### src/kmc_pkg.sv
package kmc_pkg;
    // ------------------------------------------------------------
    // Timing
    // ------------------------------------------------------------
    localparam int CLK_HZ = 20000000;
    localparam int LONG_PRESS_MS = 2000;
    localparam int LONG_PRESS_CYC = (LONG_PRESS_MS * (CLK_HZ / 1000));
    localparam int BLINK_MS = 250;
    localparam int BLINK_CYC = (BLINK_MS * (CLK_HZ / 1000));
    // ------------------------------------------------------------
    // Key indices
    // ------------------------------------------------------------
    localparam int NKEYS = 7;
    localparam int K_TEACH = 0;
    localparam int K_INT = 1;
    localparam int K_SETTINGS = 2;
    localparam int K_ABORT = 3;
    localparam int K_ERASE = 4;
    localparam int K_LEFT = 5;
    localparam int K_RIGHT = 6;
    localparam int K_ENTER = K_INT;
    localparam int K_SPREAD = K_ABORT;
    // ------------------------------------------------------------
    // Modulation
    // ------------------------------------------------------------
    localparam logic [6:0] MOD_STEP = 7'h0A;
    localparam logic [6:0] MOD_MAX = 7'h64;
    localparam logic [6:0] MOD_AUTO_TARGET = 7'h50;
    localparam logic [6:0] MOD_RESET = 7'h50;
    typedef enum logic [2:0] {
        KMC_OPER,
        KMC_TEACH,
        KMC_SPREAD,
        KMC_INTENS,
        KMC_SETTINGS,
        KMC_ERASE
    } kmc_mode_t;
endpackage : kmc_pkg

### src/kmc_key_if.sv
`timescale 1ns/1ns
`default_nettype none
interface kmc_key_if;
    logic short_evt;
    logic long_evt;
    logic long_held;
    modport drv (output short_evt, output long_evt, output long_held);
    modport use_p (input short_evt, input long_evt, input long_held);
endinterface : kmc_key_if
`default_nettype wire

### src/kmc_key_timer.sv
`timescale 1ns/1ns
`default_nettype none
module kmc_key_timer #(
    parameter int LONG_CYC = kmc_pkg::LONG_PRESS_CYC
) (
    input wire logic mclk,
    input wire logic rst_n,
    input wire logic key,
    kmc_key_if.drv ev
);
    import kmc_pkg::*;
    localparam int CW = $clog2(LONG_CYC + 1);
    initial begin
        if (LONG_CYC < 2) $error("LONG_CYC too small");
    end
    logic [CW-1:0] cnt;
    logic key_d;
    logic reached;
    wire at_thresh = (cnt == CW'(LONG_CYC - 1));
    wire release_evt = key_d && !key;
    always_ff @(posedge mclk or negedge rst_n) begin
        if (!rst_n) begin
            cnt <= '0;
            key_d <= 1'b0;
            reached <= 1'b0;
            ev.short_evt <= 1'b0;
            ev.long_evt <= 1'b0;
        end else begin
            key_d <= key;
            ev.long_evt <= key && !reached && at_thresh;
            ev.short_evt <= release_evt && !reached;
            if (!key) begin
                cnt <= '0;
                reached <= 1'b0;
            end else if (!reached) begin
                cnt <= cnt + CW'(1);
                if (at_thresh) reached <= 1'b1;
            end
        end
    end
    assign ev.long_held = reached;
endmodule : kmc_key_timer
`default_nettype wire

### src/kmc_top.sv
`timescale 1ns/1ns
`default_nettype none
module kmc_top #(
    parameter int NOUT = 8,
    parameter int LONG_CYC = kmc_pkg::LONG_PRESS_CYC,
    parameter int BLINK_CYCLES = kmc_pkg::BLINK_CYC
) (
    input wire logic mclk,
    input wire logic rst_n,
    input wire logic [kmc_pkg::NKEYS-1:0] keys,
    input wire logic colour_valid,
    input wire logic [NOUT-1:0] colour_outputs,
    input wire logic [6:0] rx_level,
    input wire logic rx_overmod,
    input wire logic auto_done,
    output logic [NOUT-1:0] switch_out,
    output logic [NOUT-1:0] out_led,
    output logic [kmc_pkg::NKEYS-1:0] key_led,
    output logic locked,
    output logic [2:0] menu_mode,
    output logic item_prev,
    output logic item_next,
    output logic action_evt,
    output logic commit_evt,
    output logic discard_evt,
    output logic auto_start,
    output logic auto_busy,
    output logic [6:0] mod_level
);
    import kmc_pkg::*;
    initial begin
        if (NOUT != 3 && NOUT != 8) $error("NOUT must be 3 or 8");
        if (LONG_CYC < 2) $error("LONG_CYC too small");
        if (BLINK_CYCLES < 1) $error("BLINK_CYCLES must be positive");
    end

    // ------------------------------------------------------------
    // Key timing
    // ------------------------------------------------------------
    kmc_key_if kev [NKEYS] ();
    logic [NKEYS-1:0] sh;
    logic [NKEYS-1:0] lg;
    logic [NKEYS-1:0] held;
    for (genvar g = 0; g < NKEYS; g++) begin : g_key
        kmc_key_timer #(.LONG_CYC(LONG_CYC)) u_tmr (
            .mclk(mclk),
            .rst_n(rst_n),
            .key(keys[g]),
            .ev(kev[g])
        );
        assign sh[g] = kev[g].short_evt;
        assign lg[g] = kev[g].long_evt;
        assign held[g] = kev[g].long_held;
    end

    // ------------------------------------------------------------
    // Key lock sequence
    // ------------------------------------------------------------
    // Sequence runs on short presses; any other short press restarts it
    logic [1:0] seq;
    logic [1:0] next_seq;
    logic next_locked;
    wire any_sh = |sh;
    wire sh_abort = sh[K_ABORT];
    wire sh_enter = sh[K_ENTER];
    wire only_abort = sh_abort && (sh == (NKEYS'(1) << K_ABORT));
    wire only_enter = sh_enter && (sh == (NKEYS'(1) << K_ENTER));
    wire seq_done = (seq == 2'h2) && only_abort;
    always_comb begin
        next_seq = seq;
        next_locked = locked;
        if (any_sh) begin
            unique case (seq)
                2'h0: next_seq = only_abort ? 2'h1 : 2'h0;
                2'h1: next_seq = only_enter ? 2'h2 : (only_abort ? 2'h1 : 2'h0);
                2'h2: next_seq = only_abort ? 2'h0 : 2'h0;
                default: next_seq = 2'h0;
            endcase
        end
        if (seq_done) next_locked = !locked;
    end
    // Lock gates every key action except the sequence itself and the key_led of long-held keys
    wire [NKEYS-1:0] s_ok = locked ? '0 : sh;
    wire [NKEYS-1:0] l_ok = locked ? '0 : lg;

    // ------------------------------------------------------------
    // Menu state
    // ------------------------------------------------------------
    kmc_mode_t mode;
    kmc_mode_t next_mode;
    wire in_menu = (mode != KMC_OPER);
    wire do_commit = in_menu && l_ok[K_ENTER];
    wire do_discard = in_menu && l_ok[K_ABORT];
    always_comb begin
        next_mode = mode;
        unique case (mode)
            KMC_OPER: begin
                if (l_ok[K_TEACH]) next_mode = KMC_TEACH;
                else if (l_ok[K_INT]) next_mode = KMC_INTENS;
                else if (l_ok[K_SETTINGS]) next_mode = KMC_SETTINGS;
                else if (l_ok[K_ERASE]) next_mode = KMC_ERASE;
            end
            KMC_TEACH: begin
                if (s_ok[K_SPREAD]) next_mode = KMC_SPREAD;
            end
            KMC_SPREAD: begin
                if (s_ok[K_TEACH]) next_mode = KMC_TEACH;
            end
            KMC_INTENS, KMC_SETTINGS, KMC_ERASE: begin
            end
        endcase
        if (do_commit || do_discard) next_mode = KMC_OPER;
    end

    // ------------------------------------------------------------
    // Intensity and automatic modulation
    // ------------------------------------------------------------
    wire in_int = (mode == KMC_INTENS);
    wire start_auto = in_int && s_ok[K_TEACH] && !auto_busy;
    wire up_ok = in_int && s_ok[K_RIGHT] && !auto_busy;
    wire dn_ok = in_int && s_ok[K_LEFT] && !auto_busy;
    wire [7:0] mod_up = {1'b0, mod_level} + {1'b0, MOD_STEP};
    logic [6:0] mod_saved;
    logic [6:0] next_mod;
    always_comb begin
        next_mod = mod_level;
        if (do_discard) next_mod = mod_saved;
        else if (up_ok) next_mod = (mod_up[7:0] > {1'b0, MOD_MAX}) ? MOD_MAX : mod_up[6:0];
        else if (dn_ok) next_mod = (mod_level < MOD_STEP) ? 7'h00 : mod_level - MOD_STEP;
        else if (auto_busy && auto_done) next_mod = MOD_AUTO_TARGET;
    end
    logic auto_ok;

    // ------------------------------------------------------------
    // Blink timebase
    // ------------------------------------------------------------
    localparam int BW = $clog2(BLINK_CYCLES + 1);
    logic [BW-1:0] bcnt;
    logic phase;
    wire bwrap = (bcnt == BW'(BLINK_CYCLES - 1));

    // ------------------------------------------------------------
    // LED display
    // ------------------------------------------------------------
    // Bar length scales the 0..100 level onto NOUT LEDs
    logic [NOUT-1:0] bar;
    logic [NOUT-1:0] even_mask;
    logic [NOUT-1:0] next_led;
    logic [NOUT-1:0] next_sw;
    logic [NKEYS-1:0] next_kled;
    wire [6:0] bar_src = auto_ok ? mod_level : rx_level;
    always_comb begin
        for (int i = 0; i < NOUT; i++) begin
            bar[i] = (32'(bar_src) * NOUT) > (32'(i) * 32'(MOD_MAX));
            even_mask[i] = (i % 2) == 0;
        end
    end
    always_comb begin
        next_sw = colour_valid ? colour_outputs : '1;
        next_led = next_sw;
        if (in_int) begin
            if (auto_busy) next_led = phase ? even_mask : ~even_mask;
            else if (rx_overmod) next_led = phase ? '1 : '0;
            else next_led = bar;
        end
        next_kled = held;
        if (in_int && auto_ok) next_kled[K_INT] = 1'b1;
    end

    // ------------------------------------------------------------
    // Registers
    // ------------------------------------------------------------
    always_ff @(posedge mclk or negedge rst_n) begin
        if (!rst_n) begin
            seq <= 2'h0;
        end else begin
            seq <= next_seq;
        end
    end

    always_ff @(posedge mclk or negedge rst_n) begin
        if (!rst_n) begin
            locked <= 1'b0;
        end else begin
            locked <= next_locked;
        end
    end

    always_ff @(posedge mclk or negedge rst_n) begin
        if (!rst_n) begin
            mode <= KMC_OPER;
        end else begin
            mode <= next_mode;
        end
    end

    always_ff @(posedge mclk or negedge rst_n) begin
        if (!rst_n) begin
            mod_level <= MOD_RESET;
        end else begin
            mod_level <= next_mod;
        end
    end

    // Snapshot taken outside menus so a discard can restore the level
    always_ff @(posedge mclk or negedge rst_n) begin
        if (!rst_n) begin
            mod_saved <= MOD_RESET;
        end else if (!in_menu) begin
            mod_saved <= mod_level;
        end
    end

    always_ff @(posedge mclk or negedge rst_n) begin
        if (!rst_n) begin
            bcnt <= '0;
        end else begin
            bcnt <= bwrap ? '0 : bcnt + BW'(1);
        end
    end

    always_ff @(posedge mclk or negedge rst_n) begin
        if (!rst_n) begin
            phase <= 1'b0;
        end else if (bwrap) begin
            phase <= !phase;
        end
    end

    // Leaving the menu drops a run so the LEDs never freeze in the blink pattern
    always_ff @(posedge mclk or negedge rst_n) begin
        if (!rst_n) begin
            auto_busy <= 1'b0;
        end else if (start_auto) begin
            auto_busy <= 1'b1;
        end else if (auto_done || !in_int) begin
            auto_busy <= 1'b0;
        end
    end

    always_ff @(posedge mclk or negedge rst_n) begin
        if (!rst_n) begin
            auto_ok <= 1'b0;
        end else if (auto_busy && auto_done) begin
            auto_ok <= 1'b1;
        end else if (!in_int || start_auto || up_ok || dn_ok) begin
            auto_ok <= 1'b0;
        end
    end

    always_ff @(posedge mclk or negedge rst_n) begin
        if (!rst_n) begin
            switch_out <= '1;
        end else begin
            switch_out <= next_sw;
        end
    end

    always_ff @(posedge mclk or negedge rst_n) begin
        if (!rst_n) begin
            out_led <= '1;
        end else begin
            out_led <= next_led;
        end
    end

    always_ff @(posedge mclk or negedge rst_n) begin
        if (!rst_n) begin
            key_led <= '0;
        end else begin
            key_led <= next_kled;
        end
    end

    always_ff @(posedge mclk or negedge rst_n) begin
        if (!rst_n) begin
            menu_mode <= 3'h0;
        end else begin
            menu_mode <= 3'(next_mode);
        end
    end

    // Arrows in the intensity menu steer modulation, not the item selection
    always_ff @(posedge mclk or negedge rst_n) begin
        if (!rst_n) begin
            item_prev <= 1'b0;
        end else begin
            item_prev <= in_menu && !in_int && s_ok[K_LEFT];
        end
    end

    always_ff @(posedge mclk or negedge rst_n) begin
        if (!rst_n) begin
            item_next <= 1'b0;
        end else begin
            item_next <= in_menu && !in_int && s_ok[K_RIGHT];
        end
    end

    always_ff @(posedge mclk or negedge rst_n) begin
        if (!rst_n) begin
            action_evt <= 1'b0;
        end else begin
            action_evt <= in_menu && !in_int && s_ok[K_TEACH];
        end
    end

    always_ff @(posedge mclk or negedge rst_n) begin
        if (!rst_n) begin
            commit_evt <= 1'b0;
        end else begin
            commit_evt <= do_commit;
        end
    end

    always_ff @(posedge mclk or negedge rst_n) begin
        if (!rst_n) begin
            discard_evt <= 1'b0;
        end else begin
            discard_evt <= do_discard;
        end
    end

    always_ff @(posedge mclk or negedge rst_n) begin
        if (!rst_n) begin
            auto_start <= 1'b0;
        end else begin
            auto_start <= start_auto;
        end
    end
endmodule : kmc_top
`default_nettype wire

### config.mk
export PLATFORM = sky130hd
export DESIGN_NAME = kmc_top
export DESIGN_NICKNAME = d
export VERILOG_FILES = /design/src/kmc_pkg.sv /design/src/kmc_key_if.sv /design/src/kmc_key_timer.sv /design/src/kmc_top.sv
export SDC_FILE = /design/constraint.sdc
export NUM_CORES = 1
export LEC_CHECK = 0
export BUFFER_PORTS_ARGS = -buffer_cell sky130_fd_sc_hd__buf_4
export CORE_ASPECT_RATIO = 1.75
export CORE_MARGIN = 5
export CORE_UTILIZATION = 55
export DETAILED_ROUTE_END_ITERATION = 6
export PLACE_DENSITY = 0.73
export SLEW_MARGIN = 20
export SYNTH_ARGS = -nofsm -noshare
export SYNTH_HDL_FRONTEND = slang
export SYNTH_HIERARCHICAL = 1
export SYNTH_SLANG_ARGS = --single-unit
### constraint.sdc
create_clock -name mclk -period 4 [get_ports mclk]
set_input_delay 0.4 -clock mclk [delete_from_list [all_inputs] [get_ports mclk]]
set_output_delay 0.4 -clock mclk [all_outputs]
set_load 0.005 [all_outputs]
==> results.json <==
{
  "num_vias": 11600,
  "final_period_minus_worst_setup_slack_ps": 2160,
  "swShare_pct": 22.8,
  "antenna-diode-count": 0,
  "drt_first_iter_violations": 530,
  "layout_commonest_cell": "dfrtp_1",
  "arrival_time_reported_for_the_critical_path_endpoint_ps": 2620,
  "seqCellArea_um2": 7110,
  "place_hpwl_um": 22200,
  "io_pins": 68,
  "critPathCaptureType": "register",
  "floorplan.die.height_um": 224,
  "gpl.final_weighted_congestion": 0.882,
  "wl_per_cell_um": 16.8,
  "power_frac_seq_pct": 50.9,
  "cts_tree": "yes",
  "viasPerCell": 6.12,
  "final-hold-violation-count": 0,
  "post_synth_inst_count": 1489,
  "floorplan.die_area_um2": 29600,
  "fp.coreArea_um2": 25900,
  "drc": 0,
  "postCtsResizedCells": 0,
  "layout_common_cells": "dfrtp_1 (263), nand2_1 (159), nor2_1 (139)",
  "timing.clock.skew_ps": 20.3,
  "mappedNetlistArea_um2": 14400,
  "clkSinkCount": 283,
  "clk_root_buffer_cell": "clkbuf_16",
  "hold_sp": "colour_valid",
  "clock.fmax_ghz": 0.462,
  "clk_latency_ps": 550,
  "final_antenna_net_count": 0,
  "post-route-cell-area_um2": 16100,
  "grt_util_all_layers_pct": 21.3,
  "power_report.internal_total_mw": 4.48,
  "drt-pass1-iter-count": 5,
  "grt_setup_unrepaired": "no",
  "finalNetCount": 1595,
  "crit_path_start_kind": "register",
  "place.port_buffers": 67,
  "startpoint": "g_key[4].u_tmr/ev.long_held",
  "die_w_um": 132,
  "yosysWarningCount": 6,
  "numCtsBuffers": 27,
  "grt_max_degree": 78,
  "outcome": "completed",
  "initial_core_util_pct": 55.6,
  "crit_fanout": 10,
  "cts_max_level": 1,
  "setup-violations-final": 0,
  "grt_pass1_wl_um": 54500,
  "power.ir.vdd_worst_mv": 0.375,
  "worst_hold_path_type": "in -> reg",
  "hold_path_depth": 2,
  "setup_total_negative_slack_ps": 0,
  "worst_pin_slew_ps": 798,
  "crit-reg2reg-launch": "g_key[4].u_tmr/ev.long_held",
  "placedInstanceArea_um2": 15100,
  "timing.slew.headroom_pct": 46.6,
  "power.share.clock_pct": 44.6,
  "synth_area_per_cell_um2": 9.65,
  "r2r_cells": 4,
  "drt-total-wl_um": 31700,
  "grt_remaining_overflow": 0,
  "placement_row_count": 78,
  "comb_power_share_pct": 4.5,
  "via_count_of_the_first_global_routing_pass": 11600,
  "power.total_mw": 5.80,
  "clkSlewWorstSetupHoldPaths_ps": 60,
  "path_class": "reg -> reg",
  "static-leakage-power_nw": 6.71,
  "max_root_sink_buffers": 3,
  "post-cts-setup-buffer-count": 0,
  "cap_viol_max_count": 0,
  "required_ps": 4460,
  "syn_nets": 1533,
  "n_fill_cell": 2203,
  "timing_max_transition_violations_final": 0,
  "power.switching_mw": 1.32,
  "power_density_nw_per_um2": 360,
  "antenna_found_initial": 0,
  "layout-drive-gt1-share_pct": 11.1,
  "area_delta_synth_final_pct": 11.9,
  "cts.hold.buffers_added": 8,
  "multi_input_comb_area_um2": 6980,
  "layout_worst_path_cycle_share_pct": 54.1
}
## power groups by stage
| stage | logic [mW] | clock network (mW) | registers [mW] |
|---|---|---|---|
| finish | 0.261 | 2.58 | 2.95 |
| global route | 0.298 | 2.76 | 2.96 |
| CTS | 0.268 | 2.65 | 2.95 |
| detailed placement | 0.260 | 0 | 3.01 |
| global placement | 0.256 | 0 | 3.00 |
| floorplan | 0.126 | 0 | 2.99 |
## through the flow
| step | worst slack, ps | util [%] | hold WS (ps) | std cells |
|---|---|---|---|---|
| finish | 1840 | 62.2 | 70.6 | 1892 |
| global route | 1650 | 62.2 | 66.6 | 1892 |
| CTS | 1830 | 62.2 | 51.9 | 1892 |
| detailed placement | 1850 | 58.4 | 411 | 1834 |
| global placement | 1890 | 58.4 | 410 | 1834 |
| floorplan | 2000 | - | 104 | 1489 |
## area by class of cell
class	count	share of cell area, %
sequential	283	44.2
multi-input combinational	1142	43.4
clock buffer	37	4.75
timing repair buffer	79	3.94
tap	320	2.49
clock inverter	13	0.825
inverter	18	0.420
## path summary, 6_finish.rpt
check,endpoint,slack (ps)
worst max-delay path,g_key[4].u_tmr/cnt[25],1840
worst min register to register,mod_saved[4],470
min in group asynchronous,g_key[1].u_tmr/cnt[12],400
max in group asynchronous,g_key[2].u_tmr/cnt[5],2460
worst max register to register,g_key[4].u_tmr/cnt[25],1840
worst min-delay path,switch_out[2],70
## flip-flops by register name, summed over array words and instances, names as in the netlist, 2 cells and up
register,flops
g_key.u_tmr/cnt,182
bcnt,23
out_led,8
switch_out,8
g_key.u_tmr/ev.long_held,7
g_key.u_tmr/ev.short_evt,7
g_key.u_tmr/key_d,7
key_led,7
mod_level,7
mod_saved,7
g_key.u_tmr/ev.long_evt,5
menu_mode,3
seq,2
## critical path: stages (launching register included)
cell and delay, ps:
dfrtp_1 500, nand3b_1 240, or4_1 630, or4_1 560, a21oi_1 150
## per-layer routing
layer | track usage (%) | wire (um) | part of all wire, % | vias up
met5 | 0 | 0 | 0 | -
met4 | 8.51 | 1030 | 3.3 | 0
met3 | 3.10 | 1200 | 3.8 | 75
met2 | 38.6 | 16700 | 53 | 232
met1 | 25.3 | 12700 | 40 | 5701
li1 | - | - | - | 5569
No activity file was read; power rests on OpenSTA's default activity.
